### src/design/clk_align_consts.vh
// Constants for the clock and alignment control register bank
`ifndef CLK_ALIGN_CONSTS_VH
`define CLK_ALIGN_CONSTS_VH

// ----------------------------------------------------------------
// Register addresses
// ----------------------------------------------------------------
`define ADDR_W 8
`define OFS_SYSREF_PATH_CONTROL 8'h29
`define OFS_INPUT_MODE_CONTROL 8'h2a
`define OFS_SUPPLY_NOISE_CONTROL 8'h2b
`define OFS_CAPTURE_POS_LO 8'h2c
`define OFS_CAPTURE_POS_MID 8'h2d
`define OFS_CAPTURE_POS_HI 8'h2e

// ----------------------------------------------------------------
// Reset values
// ----------------------------------------------------------------
`define RST_SYSREF_PATH_CONTROL 8'h80
`define RST_INPUT_MODE_CONTROL 8'h00
`define RST_SUPPLY_NOISE_CONTROL 8'h10
`define RST_UNMAPPED_READ 8'h00

// ----------------------------------------------------------------
// Field positions
// ----------------------------------------------------------------
`define BIT_PROCESSOR_ON 6
`define BIT_RECEIVER_ON 5
`define BIT_FINE_STEP 4
`define TAP_MSB 3
`define TAP_LSB 0
`define BIT_MAIN_CLK_PECL 2
`define BIT_ALIGN_PECL 1
`define BIT_POL_INVERT 0
`define BIT_CORE_QUIET 2
`define BIT_CLOCK_QUIET 0
`define CAPTURE_POS_W 24

`endif

### src/design/ctrl_byte_reg.v
// One 8-bit read/write control register with a parameterised reset value
`timescale 1ns/1ps
module ctrl_byte_reg
#(
  parameter [7:0] RESET_VAL = 8'h00
)
(
  // Clock and reset
  input wire clk_sys,
  input wire srst,
  // Write port
  input wire wr_sel,
  input wire [7:0] wr_data,
  // Stored value
  output wire [7:0] value
);

  reg [7:0] value_ff;
  reg [7:0] nxt_value;

  always @*
  begin
    nxt_value = value_ff;
    if (wr_sel)
    begin
      // Whole byte is stored, reserved bits included, so reads echo writes
      nxt_value = wr_data;
    end
  end

  always @(posedge clk_sys)
  begin
    if (srst)
    begin
      value_ff <= RESET_VAL;
    end
    else
    begin
      value_ff <= nxt_value;
    end
  end

  assign value = value_ff;

endmodule // ctrl_byte_reg

### src/design/clock_alignment_control_regs.v
// Clock and alignment control register bank with SYSREF input conditioning
`timescale 1ns/1ps
`include "clk_align_consts.vh"
module clock_alignment_control_regs
(
  // Clock and reset
  input wire clk_sys,
  input wire srst,
  // Register access port from the serial configuration logic
  input wire [7:0] reg_addr,
  input wire reg_wr_en,
  input wire [7:0] reg_wr_data,
  input wire reg_rd_en,
  output wire [7:0] reg_rd_data,
  output wire reg_rd_valid,
  // Status from the windowing detector
  input wire [23:0] capture_position_status,
  // SYSREF input and conditioned alignment outputs
  input wire sysref_in,
  output wire sysref_level,
  output wire sysref_event,
  // Control fields toward the analog and clock path
  output wire align_processor_on,
  output wire align_receiver_on,
  output wire fine_window_step,
  output wire [3:0] capture_delay_tap,
  output wire main_clock_pecl_mode,
  output wire align_input_pecl_mode,
  output wire align_polarity_invert,
  output wire core_supply_quieting,
  output wire clock_supply_quieting
);

  // ----------------------------------------------------------------
  // Address decode
  // ----------------------------------------------------------------
  // Unmapped addresses fall to index 3, which no control register answers
  function [1:0] ctrl_index;
    input [7:0] addr;
    begin
      if (addr == `OFS_SYSREF_PATH_CONTROL)
        ctrl_index = 2'd0;
      else if (addr == `OFS_INPUT_MODE_CONTROL)
        ctrl_index = 2'd1;
      else if (addr == `OFS_SUPPLY_NOISE_CONTROL)
        ctrl_index = 2'd2;
      else
        ctrl_index = 2'd3;
    end
  endfunction

  function [7:0] ctrl_reset;
    input integer idx;
    begin
      if (idx == 0)
        ctrl_reset = `RST_SYSREF_PATH_CONTROL;
      else if (idx == 1)
        ctrl_reset = `RST_INPUT_MODE_CONTROL;
      else
        ctrl_reset = `RST_SUPPLY_NOISE_CONTROL;
    end
  endfunction

  wire [1:0] wr_index;
  wire [1:0] rd_index;
  wire [23:0] ctrl_flat;
  wire [7:0] path_ctrl;
  wire [7:0] mode_ctrl;
  wire [7:0] quiet_ctrl;

  assign wr_index = ctrl_index(reg_addr);
  assign rd_index = ctrl_index(reg_addr);

  // ----------------------------------------------------------------
  // Control registers
  // ----------------------------------------------------------------
  genvar gi;
  generate
    for (gi = 0; gi < 3; gi = gi + 1)
    begin : g_ctrl
      ctrl_byte_reg
      #(
        .RESET_VAL(ctrl_reset(gi))
      )
      u_reg
      (
        .clk_sys(clk_sys),
        .srst(srst),
        // Reserved bits are stored as given; keeping them at default is up to software
        .wr_sel(reg_wr_en && (wr_index == gi)),
        .wr_data(reg_wr_data),
        .value(ctrl_flat[gi*8 +: 8])
      );
    end
  endgenerate

  assign path_ctrl = ctrl_flat[7:0];
  assign mode_ctrl = ctrl_flat[15:8];
  assign quiet_ctrl = ctrl_flat[23:16];

  // ----------------------------------------------------------------
  // Field outputs
  // ----------------------------------------------------------------
  assign align_processor_on = path_ctrl[`BIT_PROCESSOR_ON];
  assign align_receiver_on = path_ctrl[`BIT_RECEIVER_ON];
  // Changes how both the status and the tap number are to be read
  assign fine_window_step = path_ctrl[`BIT_FINE_STEP];
  assign capture_delay_tap = path_ctrl[`TAP_MSB:`TAP_LSB];
  assign main_clock_pecl_mode = mode_ctrl[`BIT_MAIN_CLK_PECL];
  assign align_input_pecl_mode = mode_ctrl[`BIT_ALIGN_PECL];
  assign align_polarity_invert = mode_ctrl[`BIT_POL_INVERT];
  assign core_supply_quieting = quiet_ctrl[`BIT_CORE_QUIET];
  assign clock_supply_quieting = quiet_ctrl[`BIT_CLOCK_QUIET];

  // ----------------------------------------------------------------
  // SYSREF conditioning
  // ----------------------------------------------------------------
  // Level is registered once so the edge detector works from flops, not from the pin
  reg sysref_level_ff;
  reg sysref_prev_ff;
  reg sysref_event_ff;
  reg nxt_sysref_level;
  reg nxt_sysref_event;

  always @*
  begin
    nxt_sysref_level = 1'b0;
    if (align_receiver_on)
    begin
      nxt_sysref_level = sysref_in ^ align_polarity_invert;
    end
  end

  always @*
  begin
    // A disabled receiver holds the level low, so an early processor sees no event
    nxt_sysref_event = align_processor_on && sysref_level_ff && !sysref_prev_ff;
  end

  always @(posedge clk_sys)
  begin
    if (srst)
    begin
      sysref_level_ff <= 1'b0;
      sysref_prev_ff <= 1'b0;
      sysref_event_ff <= 1'b0;
    end
    else
    begin
      sysref_level_ff <= nxt_sysref_level;
      sysref_prev_ff <= sysref_level_ff;
      sysref_event_ff <= nxt_sysref_event;
    end
  end

  assign sysref_level = sysref_level_ff;
  assign sysref_event = sysref_event_ff;

  // ----------------------------------------------------------------
  // Read path
  // ----------------------------------------------------------------
  // Status bytes are taken live at each read; a moving value can tear across the three
  reg [7:0] rd_data_ff;
  reg rd_valid_ff;
  reg [7:0] nxt_rd_data;

  always @*
  begin
    nxt_rd_data = rd_data_ff;
    if (reg_rd_en)
    begin
      if (rd_index != 2'd3)
        nxt_rd_data = ctrl_flat[rd_index*8 +: 8];
      else if (reg_addr == `OFS_CAPTURE_POS_LO)
        nxt_rd_data = capture_position_status[7:0];
      else if (reg_addr == `OFS_CAPTURE_POS_MID)
        nxt_rd_data = capture_position_status[15:8];
      else if (reg_addr == `OFS_CAPTURE_POS_HI)
        nxt_rd_data = capture_position_status[23:16];
      else
        nxt_rd_data = `RST_UNMAPPED_READ;
    end
  end

  always @(posedge clk_sys)
  begin
    if (srst)
    begin
      rd_data_ff <= 8'h00;
      rd_valid_ff <= 1'b0;
    end
    else
    begin
      rd_data_ff <= nxt_rd_data;
      rd_valid_ff <= reg_rd_en;
    end
  end

  // Status is sampled on the read cycle; software reads it before picking a tap
  assign reg_rd_data = rd_data_ff;
  assign reg_rd_valid = rd_valid_ff;

endmodule // clock_alignment_control_regs

### config.mk
export PLATFORM = sky130hd
export DESIGN_NAME = clock_alignment_control_regs
export DESIGN_NICKNAME = d
export VERILOG_FILES = /design/src/design/ctrl_byte_reg.v /design/src/design/clock_alignment_control_regs.v
export VERILOG_INCLUDE_DIRS = /design/src /design/src/design
export SDC_FILE = /design/constraint.sdc
export NUM_CORES = 1
export LEC_CHECK = 0
export BUFFER_PORTS_ARGS = -buffer_cell sky130_fd_sc_hd__buf_2
export CAP_MARGIN = 5
export CORE_ASPECT_RATIO = 0.9
export CORE_MARGIN = 2
export CORE_UTILIZATION = 50
export CTS_CLUSTER_SIZE = 28
export DETAILED_ROUTE_END_ITERATION = 10
export PLACE_DENSITY = 0.82
export SYNTH_ARGS = -nofsm -noshare
export SYNTH_HDL_FRONTEND = slang
export SYNTH_HIERARCHICAL = 1
export SYNTH_SLANG_ARGS = --single-unit
### constraint.sdc
create_clock -name clk_sys -period 3.8 [get_ports clk_sys]
set_input_delay 0.76 -clock clk_sys [delete_from_list [all_inputs] [get_ports clk_sys]]
set_output_delay 0.76 -clock clk_sys [all_outputs]
set_load 0.1 [all_outputs]
==> out/qor.yml, run 1 <==
run_status:
  status: "complete, no violations"
timing:
  hold_viol: 0
  period_needed_ns: 2.51
  fin_crit_sh_pct: 66.2
  tightest_slew_ns: 0.899
  grt_setup_unrepaired: "no"
  tns_ns: 0
  finalSetupViolations: 0
  relSlewSlack_pct: 39.8
  timing.fmax_mhz: 398
  skew_ns: 0.00608
  finalMaxSlewViolations: 0
run:
  drv_cap: 0
route:
  drc: 0
  wire_per_inst_um: 14.2
  antenna_left: 0
  drtIter0Drc: 52
  dr.pass1.iters: 4
  drt_wl_total_um: 3990
  drt-vias-per-instance: 5.31
  vias: 1497
worst_setup_path:
  worstSetupEndpoint: "g_ctrl[2].u_reg/value[3]$_SDFFE_PP0P_"
  rr_endpoint: "reg_rd_data[0]$_SDFFE_PP0P_"
  cp_common_cell: "nor2_1"
  critPathSlowestCell: "nor2_1"
  r2r_slack_ns: 2.69
  crit_path_max_incr_delay_ns: 0.73
  worstPathMaxFanout: 10
  rr_worst_depth: 4
  r2r_start: "g_ctrl[1].u_reg/value[0]$_SDFFE_PP0P_"
  crit_path_start_kind: "input port"
  path_cells: "buf_2, nand4bb_1, nor3_4, nand3_1, nor2_1, mux2i_1, nor2_1"
  required_ns: 3.96
  worst-setup-path-type: "in2reg"
  cp-end-kind: "register"
  cp.arrival_ns: 2.67
  critPathLaunch: "reg_addr[2]"
cells_and_area:
  regArea_um2: 721
  multi_input_area_um2: 908
  areaGrowthSynthToFinish_pct: 22.0
  drive_gt1_share_pct: 34.5
  final_net_count: 282
  n_antenna_cell: 0
  finalNonFillerCells: 282
  post-route-util_pct: 63.5
  n_fill_cell: 305
logic_synthesis:
  syn_inst: 175
  syn_nets: 220
  ys_ff_latch: 36
  synth_area_per_cell_um2: 9.98
  yosysWarnings: 6
  yosysUniqueCellTypes: 35
  syn-cell-area_um2: 1750
  yosysSeqAreaShare_pct: 41.3
floorplan:
  chipWidth_um: 66.3
  rows: 20
  die_area_um2: 3980
  core_um2: 3350
  dieHeight_um: 60.1
  start_util_pct: 52.1
  io_pins: 68
grt:
  use_met3_pct: 6.97
  antenna_found_initial: 0
  grt_max_degree: 35
  globalRouteMet2Util_pct: 34.7
  overflow: 0
  top_usage_layer: "met2"
  grt_pass1_vias: 1365
  grt_first_pass_wirelength_um: 6150
  grtUsageTotal_pct: 21.0
  grt_use_met1_pct: 25.9
power:
  cellPowerDensity_nw_per_um2: 356
  cellLeakagePower_nw: 0.925
  ir_worst_vdd_uv: 286
clock_tree:
  clk_path_buf_depth: 2
  clock_latency_ns: 0.29
  cts_buffers: 5
  cts.clk_slew.worst_paths_ns: 0.07
  cts_hold_buf: 0
  cts.htree.levels: 2
  ctsRootBufferMaster: "clkbuf_8"
  cts_tree: "done"
  cts_setup_buffers: 0
  cts_sinks: 36
  cts_resized: 0
place:
  dp_cells: 274
  hpwl_um: 2980
  portBuffers: 67
  gp_congestion: 0.802
worst_hold_path:
  hold_start: "reg_rd_data[6]$_SDFFE_PP0P_"
  hp-class: "reg2reg"
## metal layers
| metal | routed length, um | vias to the layer above |
|---|---|---|
| met5 | 0 | - |
| met4 | 49 | 0 |
| met3 | 377 | 6 |
| met2 | 1800 | 68 |
| met1 | 1770 | 678 |
| li1 | - | 745 |
## state kept, by name, indices dropped and copies added, names as in the netlist
signal / cells
sysref_prev_ff: 1
reg_rd_valid: 1
g_ctrl.u_reg/value: 24
sysref_level: 1
sysref_event: 1
reg_rd_data: 8
## area by class of cell
cell class,count,share of cell area [%]
sequential,36,33.8
multi-input combinational,123,42.6
inverter,3,0.528
clock buffer,6,3.88
timing repair buffer,68,16.1
clock inverter,2,0.470
tap,44,2.58
## cells by family after synthesis
family	count (synthesis)	share of synthesized area, %
simple gates	55	15.9
mux	38	21.8
flops	36	41.3
compound gates	29	13.8
buf+inv	16	6.73
xor+xnor	1	0.502
## power breakdown
part	switching [mW]	internal (mW)	total [mW]
Sequential	0.00179	0.381	0.383
Combinational	0.0683	0.0350	0.103
Clock	0.129	0.144	0.273
## per-stage QoR
stage / area [um2] / worst slack (ns) / hold slack (ns) / power [mW]
floorplan: 1750 / 1.79 / 0.460 / 0.463
global placement: 2040 / 1.10 / 0.438 / 0.494
detailed placement: 2040 / 1.02 / 0.437 / 0.495
CTS: 2130 / 1.30 / 0.454 / 0.769
global route: 2130 / 1.16 / 0.480 / 0.791
finish: 2130 / 1.29 / 0.447 / 0.759
## cells in the final DEF, fill, tap and decap left out, drive strengths merged
cell / netlist / routed
nand2b: 1 / 1
dfxtp: 36 / 36
a211o: 2 / 2
inv: 3 / 3
a21oi: 1 / 1
clkinv: 0 / 2
a22oi: 2 / 2
nand4bb: 1 / 1
nor3b: 1 / 1
o21ai: 3 / 3
nor2: 32 / 32
buf: 11 / 68
xnor2: 1 / 1
o2bb2ai: 15 / 15
nand4b: 1 / 1
a311oi: 1 / 1
and2: 1 / 1
and3b: 1 / 1
nor2b: 5 / 5
a211oi: 1 / 1
mux2i: 38 / 38
nand2: 4 / 4
nand3: 1 / 1
and3: 1 / 1
nor3: 6 / 6
a221oi: 4 / 4
clkbuf: 2 / 6
## worst min path at each step
stage	end	slack (ns)	cells past startpoint
after floorplan	g_ctrl[1].u_reg/value[3]$_SDFFE_PP0P_	0.46	2
after global placement	reg_rd_data[4]$_SDFFE_PP0P_	0.44	2
after detailed placement	reg_rd_data[6]$_SDFFE_PP0P_	0.44	2
after CTS	reg_rd_data[6]$_SDFFE_PP0P_	0.45	2
after global routing	reg_rd_data[6]$_SDFFE_PP0P_	0.48	2
final	reg_rd_data[6]$_SDFFE_PP0P_	0.45	2
## synthesized netlist by cell type, drive strengths merged
| master | instances | area share (%) |
|---|---|---|
| and3 | 1 | 0.36 |
| a22oi | 2 | 0.86 |
| nand2 | 4 | 0.86 |
| nand4bb | 1 | 0.64 |
| dfxtp | 36 | 41 |
| inv | 3 | 0.64 |
| a311oi | 1 | 0.86 |
| o21ai | 3 | 0.86 |
| nor2 | 32 | 6.9 |
| and3b | 1 | 0.50 |
| a211oi | 1 | 0.43 |
| nor3b | 1 | 0.43 |
| a21oi | 1 | 0.29 |
| nand2b | 1 | 0.36 |
| a211o | 2 | 1.0 |
| o2bb2ai | 15 | 7.5 |
| xnor2 | 1 | 0.50 |
| nor2b | 5 | 2.1 |
| nand3 | 1 | 0.29 |
| nand4b | 1 | 0.50 |
| buf | 11 | 5.5 |
| and2 | 1 | 0.36 |
| clkbuf | 2 | 0.57 |
| nor3 | 6 | 2.7 |
| mux2i | 38 | 22 |
| a221oi | 4 | 2.0 |
## critical path, delay by kind of cell
family / cells / cell delay (ns)
and+or+nand+nor: 5 / 1.55
muxes: 1 / 0.27
buffers and inverters: 1 / 0.10
Note: power is estimated with default switching activity, not from simulation.
==> inputs of run 2 (changes only) <==
--- a/config.mk
+++ b/config.mk
@@ -10,10 +10,10 @@
 export CAP_MARGIN = 5
 export CORE_ASPECT_RATIO = 0.9
 export CORE_MARGIN = 2
-export CORE_UTILIZATION = 50
+export CORE_UTILIZATION = 48
 export CTS_CLUSTER_SIZE = 28
 export DETAILED_ROUTE_END_ITERATION = 10
-export PLACE_DENSITY = 0.82
+export PLACE_DENSITY = 0.79
 export SYNTH_ARGS = -nofsm -noshare
 export SYNTH_HDL_FRONTEND = slang
 export SYNTH_HIERARCHICAL = 1
==> constraint.sdc (replaced) <==
create_clock -name clk_sys -period 2.6 [get_ports clk_sys]
set_input_delay 0.52 -clock clk_sys [delete_from_list [all_inputs] [get_ports clk_sys]]
set_output_delay 0.52 -clock clk_sys [all_outputs]
set_load 0.1 [all_outputs]
==> out/qor.yml, run 2 (synthesized netlist as in run 1, its figures left out) <==
run_status:
  status: "complete, no violations"
timing:
  relSlewSlack_pct: 59.8
  finalSetupViolations: 0
  finalMaxSlewViolations: 0
  period_needed_ns: 1.87
  tightest_slew_ns: 0.603
  grt_setup_unrepaired: "no"
  hold_viol: 0
  skew_ns: 0.00582
  tns_ns: 0
  fin_crit_sh_pct: 71.9
  timing.fmax_mhz: 535
cells_and_area:
  final_net_count: 287
  areaGrowthSynthToFinish_pct: 24.0
  n_antenna_cell: 0
  largest_reg_flops: 24
  finalInstanceArea_um2: 2170
  mostFrequentLayoutCells: "buf_2, mux2i_1, dfxtp_1"
  drive_gt1_share_pct: 35.0
  layout_commonest_cell: "buf_2"
worst_setup_path:
  crit_path_max_incr_delay_ns: 0.55
  cp.arrival_ns: 2.03
  critPathSlowestCell: "and3_1"
  r2r_slack_ns: 1.51
  cp_top_family: "simple AND/OR/NAND/NOR gates"
  cp-end-kind: "register"
  critPathLaunch: "reg_addr[2]"
  required_ns: 2.76
  r2r_start: "g_ctrl[1].u_reg/value[0]$_SDFFE_PP0P_"
  crit_path_start_kind: "input port"
  cp_num_buf_inv: 1
  path_cells: "buf_2, nand4bb_1, nor3_4, and3_1, mux2i_1, nor2_1"
  worst-setup-path-type: "in2reg"
  worstPathMaxFanout: 10
clock_tree:
  clock_latency_ns: 0.29
  cts.htree.levels: 2
  cts_sinks: 36
  cts_resized: 0
  ctsRootBufferMaster: "clkbuf_8"
  cts_tree: "done"
  cts.clk_slew.worst_paths_ns: 0.07
  cts_buffers: 5
  cts_hold_buf: 0
  clk_path_buf_depth: 2
  cts_setup_buffers: 0
grt:
  antenna_found_initial: 0
  grtUsageTotal_pct: 20.1
  grt_max_degree: 35
  grt_first_pass_wirelength_um: 6110
  overflow: 0
  grt_pass1_vias: 1380
route:
  drt-vias-per-instance: 5.31
  wire_per_inst_um: 13.8
  vias: 1525
  drt_wl_total_um: 3970
  antenna_left: 0
  drtIter0Drc: 31
  dr.pass1.iters: 4
  drc: 0
power:
  cellPowerDensity_nw_per_um2: 516
  p_clk_share_pct: 36.1
  switchingPower_mw: 0.291
  switching_share_pct: 26.0
  p_int_mw: 0.827
  seq_power_share_pct: 50.1
  ir_worst_vdd_uv: 414
  comb_power_share_pct: 13.8
  cellLeakagePower_nw: 0.946
floorplan:
  start_util_pct: 50.9
  dieHeight_um: 61.2
  core_um2: 3430
  io_pins: 68
  die_area_um2: 4140
  chipWidth_um: 67.6
  rows: 20
place:
  gp_congestion: 0.761
  dpl_cell_area_um2: 2080
  portBuffers: 67
  hpwl_um: 2990
worst_hold_path:
  hold_start: "reg_rd_data[4]$_SDFFE_PP0P_"
  hp-class: "reg2reg"
run:
  drv_cap: 0
run 2: final timing paths:
kind | end | depth (start not counted)
worst max-delay path | g_ctrl[1].u_reg/value[4]$_SDFFE_PP0P_ | 6
worst max register to register | reg_rd_data[0]$_SDFFE_PP0P_ | 4
worst min-delay path | reg_rd_data[4]$_SDFFE_PP0P_ | 2
worst min register to register | reg_rd_data[4]$_SDFFE_PP0P_ | 2
run 2: area by class of cell:
type                       instances  area, um2
fill                             307       1260
clock buffer                       8       90.1
inverter                           3       11.3
sequential                        36        721
timing repair buffer              73        380
multi-input combinational        123        908
tap                               44       55.1
run 2: through the flow:
stage,util [%],worst slack [ns],power [mW],instances,hold slack [ns]
after floorplan,-,0.827,0.676,175,0.460
after global placement,60.5,0.461,0.726,279,0.438
after detailed placement,60.5,0.416,0.727,279,0.437
after CTS,63.2,0.720,1.13,287,0.452
after global routing,63.2,0.575,1.15,287,0.470
final,63.2,0.730,1.12,287,0.448
run 2: worst reg2reg max path, stage by stage (launching register included):
cell       delay, ns
dfxtp_1         0.34
mux2i_1         0.13
o2bb2ai_1       0.11
a221oi_1        0.28
nor3_1          0.09
run 2: power by group through the flow:
stage	clock (mW)	combinational, mW	sequential [mW]
final	0.404	0.154	0.560
after global routing	0.428	0.166	0.560
after CTS	0.413	0.155	0.560
after detailed placement	0	0.155	0.573
after global placement	0	0.154	0.572
after floorplan	0	0.0628	0.614
run 2: per-layer routing:
layer,up-vias,share of wire (%),global-route usage (%)
met4,0,1.8,9.62
met3,8,8.9,4.20
li1,762,-,-
met1,696,47,25.6
met2,59,42,32.9
met5,-,0,0
